<file path="src/verilog/secp_pkg.sv">
// package: constants and carriers for the serial memory command port
package secp_pkg;
    localparam int ADDR_W = 6;
    localparam int DATA_W = 16;
    localparam int DEPTH = 64;
    localparam int INSTR_BITS = 9;
    localparam int DATA_BITS = 16;
    // instruction field positions within the 9-bit shift word
    localparam int START_POS = 8;
    localparam int OP_HI = 7;
    localparam int OP_LO = 6;
    localparam int ADDR_HI = 5;
    localparam int ADDR_LO = 0;
    localparam logic [1:0] OP_EXT = 2'h0;
    localparam logic [1:0] OP_WRITE = 2'h1;
    localparam logic [1:0] OP_READ = 2'h2;
    localparam logic [1:0] OP_ERASE = 2'h3;
    localparam logic [1:0] EXT_DISABLE = 2'h0;
    localparam logic [1:0] EXT_WRITE_ALL = 2'h1;
    localparam logic [1:0] EXT_ERASE_ALL = 2'h2;
    localparam logic [1:0] EXT_ENABLE = 2'h3;
    localparam logic [15:0] ERASED_WORD = 16'hFFFF;
    localparam logic PROG_EN_RESET = 1'b0;
    // self-timed programming cycle, longest figure
    localparam int PROG_TIME_US = 10000;
    localparam int CLK_MHZ = 50;
    localparam int PROG_CYCLES = PROG_TIME_US * CLK_MHZ;
    localparam int TMR_W = 20;

    typedef enum logic [2:0] {
        SECP_NOP,
        SECP_WRITE,
        SECP_ERASE,
        SECP_ERASE_ALL,
        SECP_WRITE_ALL
    } secp_prog_t;

    typedef struct packed {
        logic sel;
        logic sclk;
        logic sdi;
    } secp_pins_t;

    typedef struct packed {
        logic start;
        secp_prog_t kind;
        logic [ADDR_W-1:0] addr;
        logic [DATA_W-1:0] data;
    } secp_req_t;
endpackage

</file>
<file path="src/verilog/secp_array.sv">
// file: 64 x 16 storage array with whole-array erase and write
`timescale 1ns/100ps
module secp_array (
    input wire logic clk_sys,
    input wire logic [5:0] rd_addr,
    output logic [15:0] rd_data,
    input wire logic wr_en,
    input wire logic wr_all,
    input wire logic wr_and,
    input wire logic [5:0] wr_addr,
    input wire logic [15:0] wr_data
);
    // contents survive reset, like the floating gates
    logic [15:0] mem_q [secp_pkg::DEPTH];

    assign rd_data = mem_q[rd_addr];

    // a write only clears bits; an erase sets them
    function automatic logic [15:0] secp_next(input logic [15:0] old, input logic [15:0] nw,
            input logic and_mode);
        secp_next = and_mode ? (old & nw) : nw;
    endfunction

    genvar gi;
    generate
        for (gi = 0; gi < secp_pkg::DEPTH; gi++) begin : g_word
            always_ff @(posedge clk_sys) begin
                if (wr_en && (wr_all || wr_addr == 6'(gi))) begin
                    mem_q[gi] <= secp_next(mem_q[gi], wr_data, wr_and);
                end
            end
        end
    endgenerate
endmodule

</file>
<file path="src/verilog/secp_prog_timer.sv">
// file: self-timed programming cycle counter
`timescale 1ns/100ps
module secp_prog_timer #(
    parameter int CYCLES = secp_pkg::PROG_CYCLES
) (
    input wire logic clk_sys,
    input wire logic resetn,
    input wire logic start,
    output logic busy,
    output logic done
);
    typedef struct packed {
        logic [secp_pkg::TMR_W-1:0] cnt;
        logic busy;
        logic done;
    } secp_tmr_t;

    secp_tmr_t s_q;
    secp_tmr_t s_d;

    always_comb begin
        s_d = s_q;
        s_d.done = 1'b0;
        if (start && !s_q.busy) begin
            s_d.busy = 1'b1;
            s_d.cnt = secp_pkg::TMR_W'(CYCLES - 1);
        end else if (s_q.busy) begin
            if (s_q.cnt == '0) begin
                s_d.busy = 1'b0;
                s_d.done = 1'b1;
            end else begin
                s_d.cnt = s_q.cnt - 1'b1;
            end
        end
    end

    always_ff @(posedge clk_sys) begin
        if (!resetn) begin
            s_q <= '0;
        end else begin
            s_q <= s_d;
        end
    end

    assign busy = s_q.busy;
    assign done = s_q.done;
endmodule

</file>
<file path="src/verilog/secp_top.sv">
// file: serial command port of a 64 x 16 nonvolatile memory
`timescale 1ns/100ps
module secp_top #(
    parameter int PROG_CYCLES = secp_pkg::PROG_CYCLES
) (
    input wire logic clk_sys,
    input wire logic resetn,
    input wire logic select_pin,
    input wire logic serial_clock_pin,
    input wire logic serial_in_pin,
    output logic serial_out_pin,
    output logic serial_out_oe
);
    typedef enum logic [2:0] {
        SECP_IDLE,
        SECP_INSTR,
        SECP_DATA,
        SECP_READ,
        SECP_ARMED,
        SECP_DONE
    } secp_state_t;

    typedef struct packed {
        secp_state_t st;
        secp_pkg::secp_pins_t pins;
        logic [secp_pkg::INSTR_BITS-1:0] sh;
        logic [4:0] cnt;
        logic [secp_pkg::DATA_W-1:0] dsh;
        logic [secp_pkg::DATA_W:0] osh;
        logic prog_en;
        secp_pkg::secp_req_t req;
        logic status;
        logic dout;
        logic doe;
    } secp_regs_t;

    secp_regs_t s_q;
    secp_regs_t s_d;
    logic [15:0] rd_data;
    logic tmr_busy;
    logic tmr_done;
    logic sk_rise;
    logic sel_fall;
    logic sel_rise;
    logic [1:0] op;
    logic [1:0] ext;
    logic wr_en;
    logic wr_all;
    logic wr_and;
    logic [15:0] wr_word;
    logic [5:0] word_addr;
    logic prog_active;
    logic instr_full;
    logic data_full;

    // edge seen between the previous sample and the present level of a pin
    function automatic logic secp_rise(input logic now, input logic prev);
        return now && !prev;
    endfunction

    // pins are synchronous to clk_sys; only the previous sample is kept,
    // so a serial clock level shorter than one clk_sys period may be missed
    assign sk_rise = secp_rise(serial_clock_pin, s_q.pins.sclk);
    assign sel_fall = secp_rise(!select_pin, !s_q.pins.sel);
    assign sel_rise = secp_rise(select_pin, s_q.pins.sel);
    // busy from the launch pulse to the end of the timed cycle
    assign prog_active = tmr_busy || s_q.req.start;
    assign instr_full = s_q.cnt == 5'(secp_pkg::INSTR_BITS);
    assign data_full = s_q.cnt == 5'(secp_pkg::DATA_BITS);
    assign word_addr = s_q.sh[secp_pkg::ADDR_HI:secp_pkg::ADDR_LO];
    assign op = s_q.sh[secp_pkg::OP_HI:secp_pkg::OP_LO];
    assign ext = s_q.sh[secp_pkg::ADDR_HI:secp_pkg::ADDR_HI-1];

    // erase-all and write-all touch every word in the same cycle
    function automatic logic secp_is_all(input secp_pkg::secp_prog_t kind);
        return kind inside {secp_pkg::SECP_ERASE_ALL, secp_pkg::SECP_WRITE_ALL};
    endfunction

    // writes merge with the old word, since programming only clears bits
    function automatic logic secp_is_write(input secp_pkg::secp_prog_t kind);
        return kind inside {secp_pkg::SECP_WRITE, secp_pkg::SECP_WRITE_ALL};
    endfunction

    // data out: status wins over read data; released otherwise
    function automatic logic [1:0] secp_drive(input logic show_status, input logic reading,
            input logic ready, input logic rd_bit);
        logic [1:0] r;
        r = 2'b00;
        if (show_status) begin
            r = {1'b1, ready};
        end else if (reading) begin
            r = {1'b1, rd_bit};
        end
        return r;
    endfunction

    // the array is changed when the timed cycle ends, which is when status turns ready
    always_comb begin
        wr_en = tmr_done;
        wr_all = secp_is_all(s_q.req.kind);
        wr_and = secp_is_write(s_q.req.kind);
        wr_word = wr_and ? s_q.req.data : secp_pkg::ERASED_WORD;
    end

    secp_array u_array (
        .clk_sys(clk_sys),
        .rd_addr(word_addr),
        .rd_data(rd_data),
        .wr_en(wr_en),
        .wr_all(wr_all),
        .wr_and(wr_and),
        .wr_addr(s_q.req.addr),
        .wr_data(wr_word)
    );

    secp_prog_timer #(
        .CYCLES(PROG_CYCLES)
    ) u_timer (
        .clk_sys(clk_sys),
        .resetn(resetn),
        .start(s_q.req.start),
        .busy(tmr_busy),
        .done(tmr_done)
    );

    always_comb begin
        s_d = s_q;
        s_d.pins.sel = select_pin;
        s_d.pins.sclk = serial_clock_pin;
        s_d.pins.sdi = serial_in_pin;
        s_d.req.start = 1'b0;
        unique case (s_q.st)
            SECP_IDLE: begin
                if (select_pin && sk_rise && serial_in_pin) begin
                    s_d.st = SECP_INSTR;
                    s_d.sh = secp_pkg::INSTR_BITS'(1);
                    s_d.cnt = 5'h01;
                end
            end
            SECP_INSTR: begin
                if (select_pin && sk_rise) begin
                    s_d.sh = {s_q.sh[secp_pkg::INSTR_BITS-2:0], serial_in_pin};
                    s_d.cnt = s_q.cnt + 5'h01;
                end else if (instr_full) begin
                    s_d.cnt = 5'h00;
                    unique case (op)
                        secp_pkg::OP_READ: begin
                            // array read needs no enable
                            s_d.osh = {1'b0, rd_data};
                            s_d.st = SECP_READ;
                        end
                        secp_pkg::OP_WRITE: begin
                            s_d.req.kind = secp_pkg::SECP_WRITE;
                            s_d.st = SECP_DATA;
                        end
                        secp_pkg::OP_ERASE: begin
                            s_d.req.kind = secp_pkg::SECP_ERASE;
                            s_d.st = SECP_ARMED;
                        end
                        secp_pkg::OP_EXT: begin
                            unique case (ext)
                                secp_pkg::EXT_ENABLE: begin
                                    s_d.prog_en = 1'b1;
                                    s_d.st = SECP_DONE;
                                end
                                secp_pkg::EXT_DISABLE: begin
                                    s_d.prog_en = 1'b0;
                                    s_d.st = SECP_DONE;
                                end
                                secp_pkg::EXT_ERASE_ALL: begin
                                    s_d.req.kind = secp_pkg::SECP_ERASE_ALL;
                                    s_d.st = SECP_ARMED;
                                end
                                secp_pkg::EXT_WRITE_ALL: begin
                                    s_d.req.kind = secp_pkg::SECP_WRITE_ALL;
                                    s_d.st = SECP_DATA;
                                end
                            endcase
                        end
                    endcase
                    s_d.req.addr = word_addr;
                end
                if (sel_fall) begin
                    s_d.st = SECP_IDLE;
                end
            end
            SECP_DATA: begin
                // a short data word is dropped at select fall, never programmed
                if (select_pin && sk_rise && !data_full) begin
                    s_d.dsh = {s_q.dsh[secp_pkg::DATA_W-2:0], serial_in_pin};
                    s_d.cnt = s_q.cnt + 5'h01;
                end
                if (data_full) begin
                    s_d.req.data = s_q.dsh;
                    s_d.st = SECP_ARMED;
                end
                if (sel_fall) begin
                    s_d.st = SECP_IDLE;
                end
            end
            SECP_READ: begin
                // dummy zero already on the pin; shift on each rising clock
                if (select_pin && sk_rise) begin
                    s_d.osh = {s_q.osh[secp_pkg::DATA_W-1:0], 1'b0};
                end
                if (sel_fall) begin
                    s_d.st = SECP_IDLE;
                end
            end
            SECP_ARMED: begin
                // extra clocks past the last bit are ignored; falling select launches when prog_en is set
                if (sel_fall) begin
                    s_d.st = SECP_IDLE;
                    if (s_q.prog_en && !tmr_busy) begin
                        s_d.req.start = 1'b1;
                        s_d.status = 1'b1;
                    end
                end
            end
            SECP_DONE: begin
                if (sel_fall) begin
                    s_d.st = SECP_IDLE;
                end
            end
            // two state codes are unused; recover to idle from them
            default: begin
                s_d.st = SECP_IDLE;
            end
        endcase
        // no new instruction is taken while the array is busy
        if (prog_active && s_q.st == SECP_IDLE) begin
            s_d.st = SECP_IDLE;
        end
        if (sel_rise && !prog_active && !s_q.status) begin
            s_d.status = 1'b0;
        end
        // the fall that launches a cycle must not clear the status it sets
        if (sel_fall && !prog_active && !s_d.req.start) begin
            s_d.status = 1'b0;
        end
        // output enable and level
        {s_d.doe, s_d.dout} = secp_drive(s_q.status && select_pin,
            s_q.st == SECP_READ && select_pin, !prog_active,
            s_q.osh[secp_pkg::DATA_W]);
        if (s_d.st == SECP_IDLE && s_q.st != SECP_IDLE) begin
            s_d.cnt = 5'h00;
        end
    end

    always_ff @(posedge clk_sys) begin
        if (!resetn) begin
            s_q <= '0;
            s_q.st <= SECP_IDLE;
            s_q.prog_en <= secp_pkg::PROG_EN_RESET;
        end else begin
            s_q <= s_d;
        end
    end

    // the serial clock may stop during programming; timer runs on clk_sys
    assign serial_out_pin = s_q.dout;
    assign serial_out_oe = s_q.doe;
endmodule

</file>
<file path="config.mk">
export PLATFORM = sky130hd
export DESIGN_NAME = secp_top
export DESIGN_NICKNAME = d
export VERILOG_FILES = /design/src/verilog/secp_pkg.sv /design/src/verilog/secp_array.sv /design/src/verilog/secp_prog_timer.sv /design/src/verilog/secp_top.sv
export SDC_FILE = /design/constraint.sdc
export NUM_CORES = 2
export LEC_CHECK = 0
export ABC_AREA = 1
export BUFFER_PORTS_ARGS = -buffer_cell sky130_fd_sc_hd__buf_2
export CORE_MARGIN = 2
export CORE_UTILIZATION = 29
export CTS_CLUSTER_DIAMETER = 150
export DETAILED_ROUTE_END_ITERATION = 8
export HOLD_SLACK_MARGIN = 0.06
export PLACE_DENSITY = 0.49
export RECOVER_POWER = 100
export SLEW_MARGIN = 15
export SYNTH_ARGS = -nofsm -noshare
export SYNTH_HDL_FRONTEND = slang
export SYNTH_SLANG_ARGS = --single-unit
</file>
<file path="constraint.sdc">
create_clock -name clk_sys -period 2.8 [get_ports clk_sys]
set_input_delay 0.28 -clock clk_sys [delete_from_list [all_inputs] [get_ports clk_sys]]
set_output_delay 0.28 -clock clk_sys [all_outputs]
set_load 0.01 [all_outputs]
</file>
# --- Word-level counts from Yosys, hierarchy flattened ---
# Memory sizes are Yosys's and may differ from the RTL's. A register that Yosys moved wholly into a read port is not among the register bits.
# Index checks and enable logic that the tools add are counted.
totals:
  ff_bits: 103
  ram_bits: 1024
  in_bits: 5
  output_inout_bits: 2
  word_cells: 595
  memories: 1
mem_list:
  columns: ["name", "words", "word_bits", "read_ports", "rd_ports_with_merged_regs", "wr", "line_no", "rtl"]
  rows:
  - ["u_array.mem_q", 64, 16, 65, 1, 64, "secp_array.sv:14", "logic [15:0] mem_q [secp_pkg::DEPTH];"]
classes:
  add_sub_neg: 2
  n_eq_ne: 89
  mux: 231
  n_bitwise: 68
  n_reduce_logical: 185
ops:
  columns: ["op", "count"]
  rows:
  - ["2-to-1 mux 16 bit", 65]
  - ["bitwise AND 16 bit", 64]
  - ["== test 6 bit, second input constant", 32]
  - ["2-to-1 mux 1 bit", 132]
  - ["== test 6 x 5 -> 1 bit, second input constant", 16]
  - ["logical AND 1 bit", 80]
  - ["logical OR 1 bit", 65]
  - ["== test 6 x 4 -> 1 bit, second input constant", 8]
  - ["2-to-1 mux 21 bit", 2]
  - ["2-to-1 mux 18 bit", 2]
  - ["2-to-1 mux 17 bit", 2]
  - ["case mux 17 bit (2 select lines)", 1]
  - ["== test 6 x 3 -> 1 bit, second input constant", 4]
  - ["2-to-1 mux 3 bit", 8]
  - ["case mux 3 bit (4 select lines)", 2]
  - ["logical NOT 20 bit", 1]
  - ["2-to-1 mux 20 bit", 1]
  - ["subtractor 20 x 1 -> 20 bit, second input constant", 1]
  - ["2-to-1 mux 19 bit", 1]
  - ["case mux 3 bit (3 select lines)", 2]
  - ["case mux 8 bit (2 select lines)", 1]
  - ["case mux 5 bit (3 select lines)", 1]
  - ["AND reduction 5 bit", 3]
  - ["2-to-1 mux 13 bit", 1]
  - ["other kinds (31)", 80]

# --- Longest topological paths before layout ---
depth:
  word_depth: 12
  mapped_depth: 14
  depth_no_buf: 14

# --- Hierarchy ---
# A second synthesis with hierarchy kept.
unflattened:
  hier_cells: 6610
  hier_area_um2: 57392.5
by_module_without_submodules:
  columns: ["module", "instances", "cells_each", "area_per_inst_um2", "seq_area_each_um2"]
  rows:
  - ["secp_array", 1, 5866, 52148.8, 30749.5]
  - ["secp_top", 1, 511, 3762.4, 1621.6]
  - ["secp_prog_timer", 1, 233, 1481.4, 440.4]

# --- Worst setup path before layout ---
# No wires, ideal clock.
synth_timing:
  path_kind: "register -> register"
  from: "reg s_q[23] in the netlist's numbering"
  to: "mem u_array.mem_q[16][0], enable pin"
  setup_ps: 394
  arrival_ps: 1866
  required_ps: 2406
  slack_ps: 540
  path_stages_with_launch: 6
  path_buffers: 1
  synth_period_minus_slack_ps: 2260
  path_cell_list: "dfxtp_1 -> inv_1 -> nor2_1 -> clkbuf_1 -> nand2_1 -> a21oi_1"
synth_rtl:
  columns: ["item", "line_no", "rtl"]
  rows:
  - ["start, declared", "secp_top.sv:37", "secp_regs_t s_q;"]
  - ["end, declared", "secp_array.sv:14", null]

==> run summary <==
In this run the horizontal extent of the chip is around 440 um. The initial antenna violation count came out at 1. The detail-routed net length per standard cell is 19.72 um. Before antenna repair, the detailed router went through 6 iterations. The top-area cell type share of the netlist area is 55.38%. The category of cells accounting for the largest share of critical-path delay is simple AND/OR/NAND/NOR gates.

Once detailed placement completed, the half-perimeter wirelength came to 104,500 um. The total of fill cells in the finished design came out at 20,159. The post-route setup TNS is 0 ps. The proportion of register bits with asynchronous set or reset after synthesis came out at 0%.

Sequential elements use 59.31% of the synthesized area. Setup repair after global routing left no endpoint under its margin. The shortest clock period the worst path allows after layout came out at 2683 ps. In the post-synthesis netlist, the biggest area contributors are sky130_fd_sc_hd__edfxtp_1 55%, sky130_fd_sc_hd__nand2_1 24%, sky130_fd_sc_hd__nand3_1 8.0%, sky130_fd_sc_hd__dfxtp_1 3.9%, sky130_fd_sc_hd__buf_2 1.8%.

Together, buffers and inverters on the worst path number 3. For this design, the slowest cell found on the critical path is sky130_fd_sc_hd__dfxtp_4. The average vias per placed instance is 4.936. The biggest cell delay along the critical path is 410 ps. The flow ran to the end, and the final reports show no timing, DRC or antenna violations. The synthesized instance count is roughly 6,500. The final wirelength is 177,600 um. The transition at the pin with the smallest max-transition slack came out at 1434 ps. The CTS tree is done. The worst setup path is launched from a flip-flop.

At the end of the flow, the number of nets in the layout was 6,410. The required time at the worst-slack endpoint came out at 3500 ps. VDD sags by at most about 0.00043 V. The final setup skew is about 31 ps. Static timing analysis puts the maximum clock frequency at 372.7 MHz. The worst hold path begins at select_pin. The most used flip-flop cell after synthesis is sky130_fd_sc_hd__edfxtp_1. The count of pins over their slew limit is 0. The number of enable-type register cells in the synthesized netlist came out at 1,024.

The number of antenna diodes in the final layout is 0. The largest total area in the synthesized netlist belongs to sky130_fd_sc_hd__edfxtp_1. After synthesis the netlist holds a flip-flop and latch count of approximately 1,100. The synthesized area per cell is approximately 8.5 sq um.

The number of failing setup endpoints in the final timing report is 0. The die covers approximately 0.2 sq mm. The leakage power figure is 19.54 nW. Clock tree synthesis found a total of 1,133 sinks.

The tightest min-delay check is of the in2reg type. The worst setup path is of the reg2reg kind. The number of clock buffers added by TritonCTS is 134. In this run the deepest clock path goes through 3 buffers. The core region is roughly 0.19 sq mm. The number of vias after detailed routing came out at 44,455. During synthesis, Yosys emitted a total of 0 warnings. The critical path arrival came out at around 3400 ps. The largest driver fanout on the critical path is 70.

The total of hold buffers inserted after clock tree synthesis came out at 6. The H-tree depth reported by CTS is 4. The number of design rule violations left after detail routing came out at 0.

The power per cell area is 580.6 mW/mm^2. The worst slew margin relative to its limit is 4.426%. Synthesis produced a netlist with a net count of 6,523. The remaining antenna violation count came out at 0.

The initial cell density of the core is between 20 and 30%. In this run the vertical extent of the chip is 441.6 um. Counting distinct cell types in the post-synthesis netlist gives 45. The critical path goes through clkinv_16 -> buf_12 -> buf_4 -> nand2_1 -> nand3_1 -> nand3_1 -> nand2_1 -> nand2_1 -> nand3_1 -> nand3_1 -> nand2_1 -> nand2_1 -> a21oi_1.

The worst path uses 95.83% of the clock period. The number of global-route vias before repair is between 40,000 and 50,000. The fraction of final layout cells sized beyond drive strength 1 came out at 6.728%.

The first-pass GRT wire length came out at 269,400 um. The total of max-cap violations came out at 0. For this run the aggregate overflow at the end of global routing stands at 0. The number of post-CTS setup repair buffers came out at 0.

The number of rows in the core area came out at 160. The total routing usage reported by global routing came out at 17.94%. The clock reaches the later pin of the worst-skew pair after 770 ps.

Entering global routing, the biggest net connects 105 pins. The area of the mapped netlist is around 0.056 sq mm. Counting stages on the worst path, the most repeated cell is sky130_fd_sc_hd__nand2_1. The number of gates resized after cts is 0. Routability-driven placement finished with a final weighted congestion of 0.8540.

STA classifies the critical path endpoint as a flip-flop. The count of pins on the block boundary is 7. The number of violations reported at the end of detailed-routing iteration 0 came out at 4,709. Compared with the post-synthesis result, the final layout area differs by 12.46%. During placement, the flow inserted port buffers numbering 6. The final hold violation count is 0. The total design power came out at approximately 0.036 W. The clock root buffer is sky130_fd_sc_hd__clkbuf_16. The clock edge transition at the registers on the reported setup and hold paths came out at 60 ps.
-- metal layers --
| metal | up-vias | GRT usage [%] | part of all wire, % |
|---|---|---|---|
| met4 | 0 | 4.296 | 2.0 |
| met3 | 202 | 2.601 | 6.1 |
| li1 | 21131 | - | - |
| met1 | 21690 | 26.15 | 47 |
| met5 | - | 0 | 0 |
| met2 | 1432 | 27.93 | 45 |
-- through the flow --
step / hold slack, ps / cell area (sq um) / worst slack (ps) / utilization, % / instances
6_report: 379.0 / 62440 / 116.7 / 32.83 / 9006
5_1_grt: 362.7 / 62440 / 48.49 / 32.83 / 9006
4_1_cts: 309.5 / 63280 / 181.9 / 33.27 / 9006
3_5_place_dp: 438.9 / 59020 / 217.7 / 31.03 / 8763
3_3_place_gp: 431.3 / 59020 / 208.0 / 31.03 / 8763
2_1_floorplan: 373.5 / 55520 / 539.8 / - / 6507
-- cell type report --
cell class,count,area [sq um],share of cell area (%)
multi-input cells,4805,19730,31.59
well taps,2511,3142,5.032
clock inverters,61,601.8,0.9639
flip-flops and latches,1133,33000,52.86
repair buffers,236,2008,3.216
clock buffers,176,3597,5.761
inverters,84,360.3,0.5771
-- registers in the layout, indices dropped and copies added (netlist names), named ones only --
register,cells
serial_out_pin,1
u_timer.busy,1
serial_out_oe,1
s_q,75
ext,2
u_timer.s_q,20
u_timer.done,1
op,2
u_array.mem_q,1024
-- cells in the final DEF, fill, tap and decap left out, types with 2 or more instances in the layout --
cell,count
sky130_fd_sc_hd__a211oi_1,4
sky130_fd_sc_hd__a21oi_1,133
sky130_fd_sc_hd__a31oi_1,6
sky130_fd_sc_hd__buf_12,40
sky130_fd_sc_hd__buf_2,6
sky130_fd_sc_hd__buf_4,72
sky130_fd_sc_hd__bufinv_16,9
sky130_fd_sc_hd__clkbuf_1,57
sky130_fd_sc_hd__clkbuf_16,136
sky130_fd_sc_hd__clkbuf_2,79
sky130_fd_sc_hd__clkbuf_4,9
sky130_fd_sc_hd__clkbuf_8,4
sky130_fd_sc_hd__clkinv_1,19
sky130_fd_sc_hd__clkinv_2,20
sky130_fd_sc_hd__clkinv_8,5
sky130_fd_sc_hd__clkinvlp_4,4
sky130_fd_sc_hd__dfxtp_1,89
sky130_fd_sc_hd__dfxtp_4,19
sky130_fd_sc_hd__dlygate4sd3_1,6
sky130_fd_sc_hd__edfxtp_1,1024
sky130_fd_sc_hd__ha_1,11
sky130_fd_sc_hd__inv_1,73
sky130_fd_sc_hd__inv_2,3
sky130_fd_sc_hd__inv_4,2
sky130_fd_sc_hd__inv_6,7
sky130_fd_sc_hd__nand2_1,3514
sky130_fd_sc_hd__nand2_4,2
sky130_fd_sc_hd__nand3_1,883
sky130_fd_sc_hd__nand3b_1,2
sky130_fd_sc_hd__nand4_1,10
sky130_fd_sc_hd__nor2_1,129
sky130_fd_sc_hd__nor2_2,6
sky130_fd_sc_hd__nor3_1,5
sky130_fd_sc_hd__o211ai_1,5
sky130_fd_sc_hd__o21ai_0,69
sky130_fd_sc_hd__o21ai_1,5
sky130_fd_sc_hd__xnor2_1,2
sky130_fd_sc_hd__xor2_1,5
-- worst reg2reg max path, stage by stage, from the launching register on --
cell and delay, ps:
sky130_fd_sc_hd__dfxtp_4 410, sky130_fd_sc_hd__clkinv_16 240, sky130_fd_sc_hd__buf_12 370, sky130_fd_sc_hd__buf_4 350, sky130_fd_sc_hd__nand2_1 80, sky130_fd_sc_hd__nand3_1 70
sky130_fd_sc_hd__nand3_1 70, sky130_fd_sc_hd__nand2_1 100, sky130_fd_sc_hd__nand2_1 110, sky130_fd_sc_hd__nand3_1 320, sky130_fd_sc_hd__nand3_1 220, sky130_fd_sc_hd__nand2_1 110
sky130_fd_sc_hd__nand2_1 50, sky130_fd_sc_hd__a21oi_1 110
-- logic make-up after synthesis --
kind of cell,synth area share [%]
buffers and inverters,5.100
xor gates and xnor gates,0.1104
DFF,59.31
AOI/OAI and AO/OA,2.179
and+or+nand+nor,33.05
adders and majority gates,0.2479
-- final timing paths --
path              slack [ps]  cells after the start                         to
setup reg to reg         120                     13       s_q[43]$_SDFFE_PN0P_
setup / recovery         120                     13       s_q[43]$_SDFFE_PN0P_
hold reg to reg          450                      2       s_q[18]$_SDFFE_PN0P_
hold / removal           380                      4  serial_out_pin$_SDFF_PN0_
-- Yosys cell counts (2+ instances only) --
cell / count
sky130_fd_sc_hd__nor3_1: 4
sky130_fd_sc_hd__nand3_2: 2
sky130_fd_sc_hd__nand2_4: 3
sky130_fd_sc_hd__nand2_1: 3513
sky130_fd_sc_hd__inv_4: 2
sky130_fd_sc_hd__nor2_1: 126
sky130_fd_sc_hd__inv_1: 74
sky130_fd_sc_hd__buf_2: 203
sky130_fd_sc_hd__xor2_1: 5
sky130_fd_sc_hd__dfxtp_1: 109
sky130_fd_sc_hd__ha_1: 11
sky130_fd_sc_hd__a31oi_1: 6
sky130_fd_sc_hd__inv_2: 5
sky130_fd_sc_hd__o21ai_1: 8
sky130_fd_sc_hd__buf_4: 11
sky130_fd_sc_hd__o21ai_0: 66
sky130_fd_sc_hd__nand3b_1: 2
sky130_fd_sc_hd__nor2_2: 8
sky130_fd_sc_hd__o211ai_1: 5
sky130_fd_sc_hd__buf_6: 52
sky130_fd_sc_hd__clkbuf_1: 197
sky130_fd_sc_hd__a211oi_1: 4
sky130_fd_sc_hd__edfxtp_1: 1024
sky130_fd_sc_hd__xnor2_1: 2
sky130_fd_sc_hd__a21oi_1: 132
sky130_fd_sc_hd__buf_1: 22
sky130_fd_sc_hd__clkinv_1: 2
sky130_fd_sc_hd__nor2_4: 2
sky130_fd_sc_hd__nand3_1: 882
sky130_fd_sc_hd__nand4_1: 10
-- report_power, final --
group	internal (W)	switching, W	total, W
sequential	0.0181	0.0000199	0.0182
clock	0.00989	0.00732	0.0172
combinational	0.000247	0.000625	0.000872
total	0.0283	0.00797	0.0363
(Power assumes the default switching activity.)
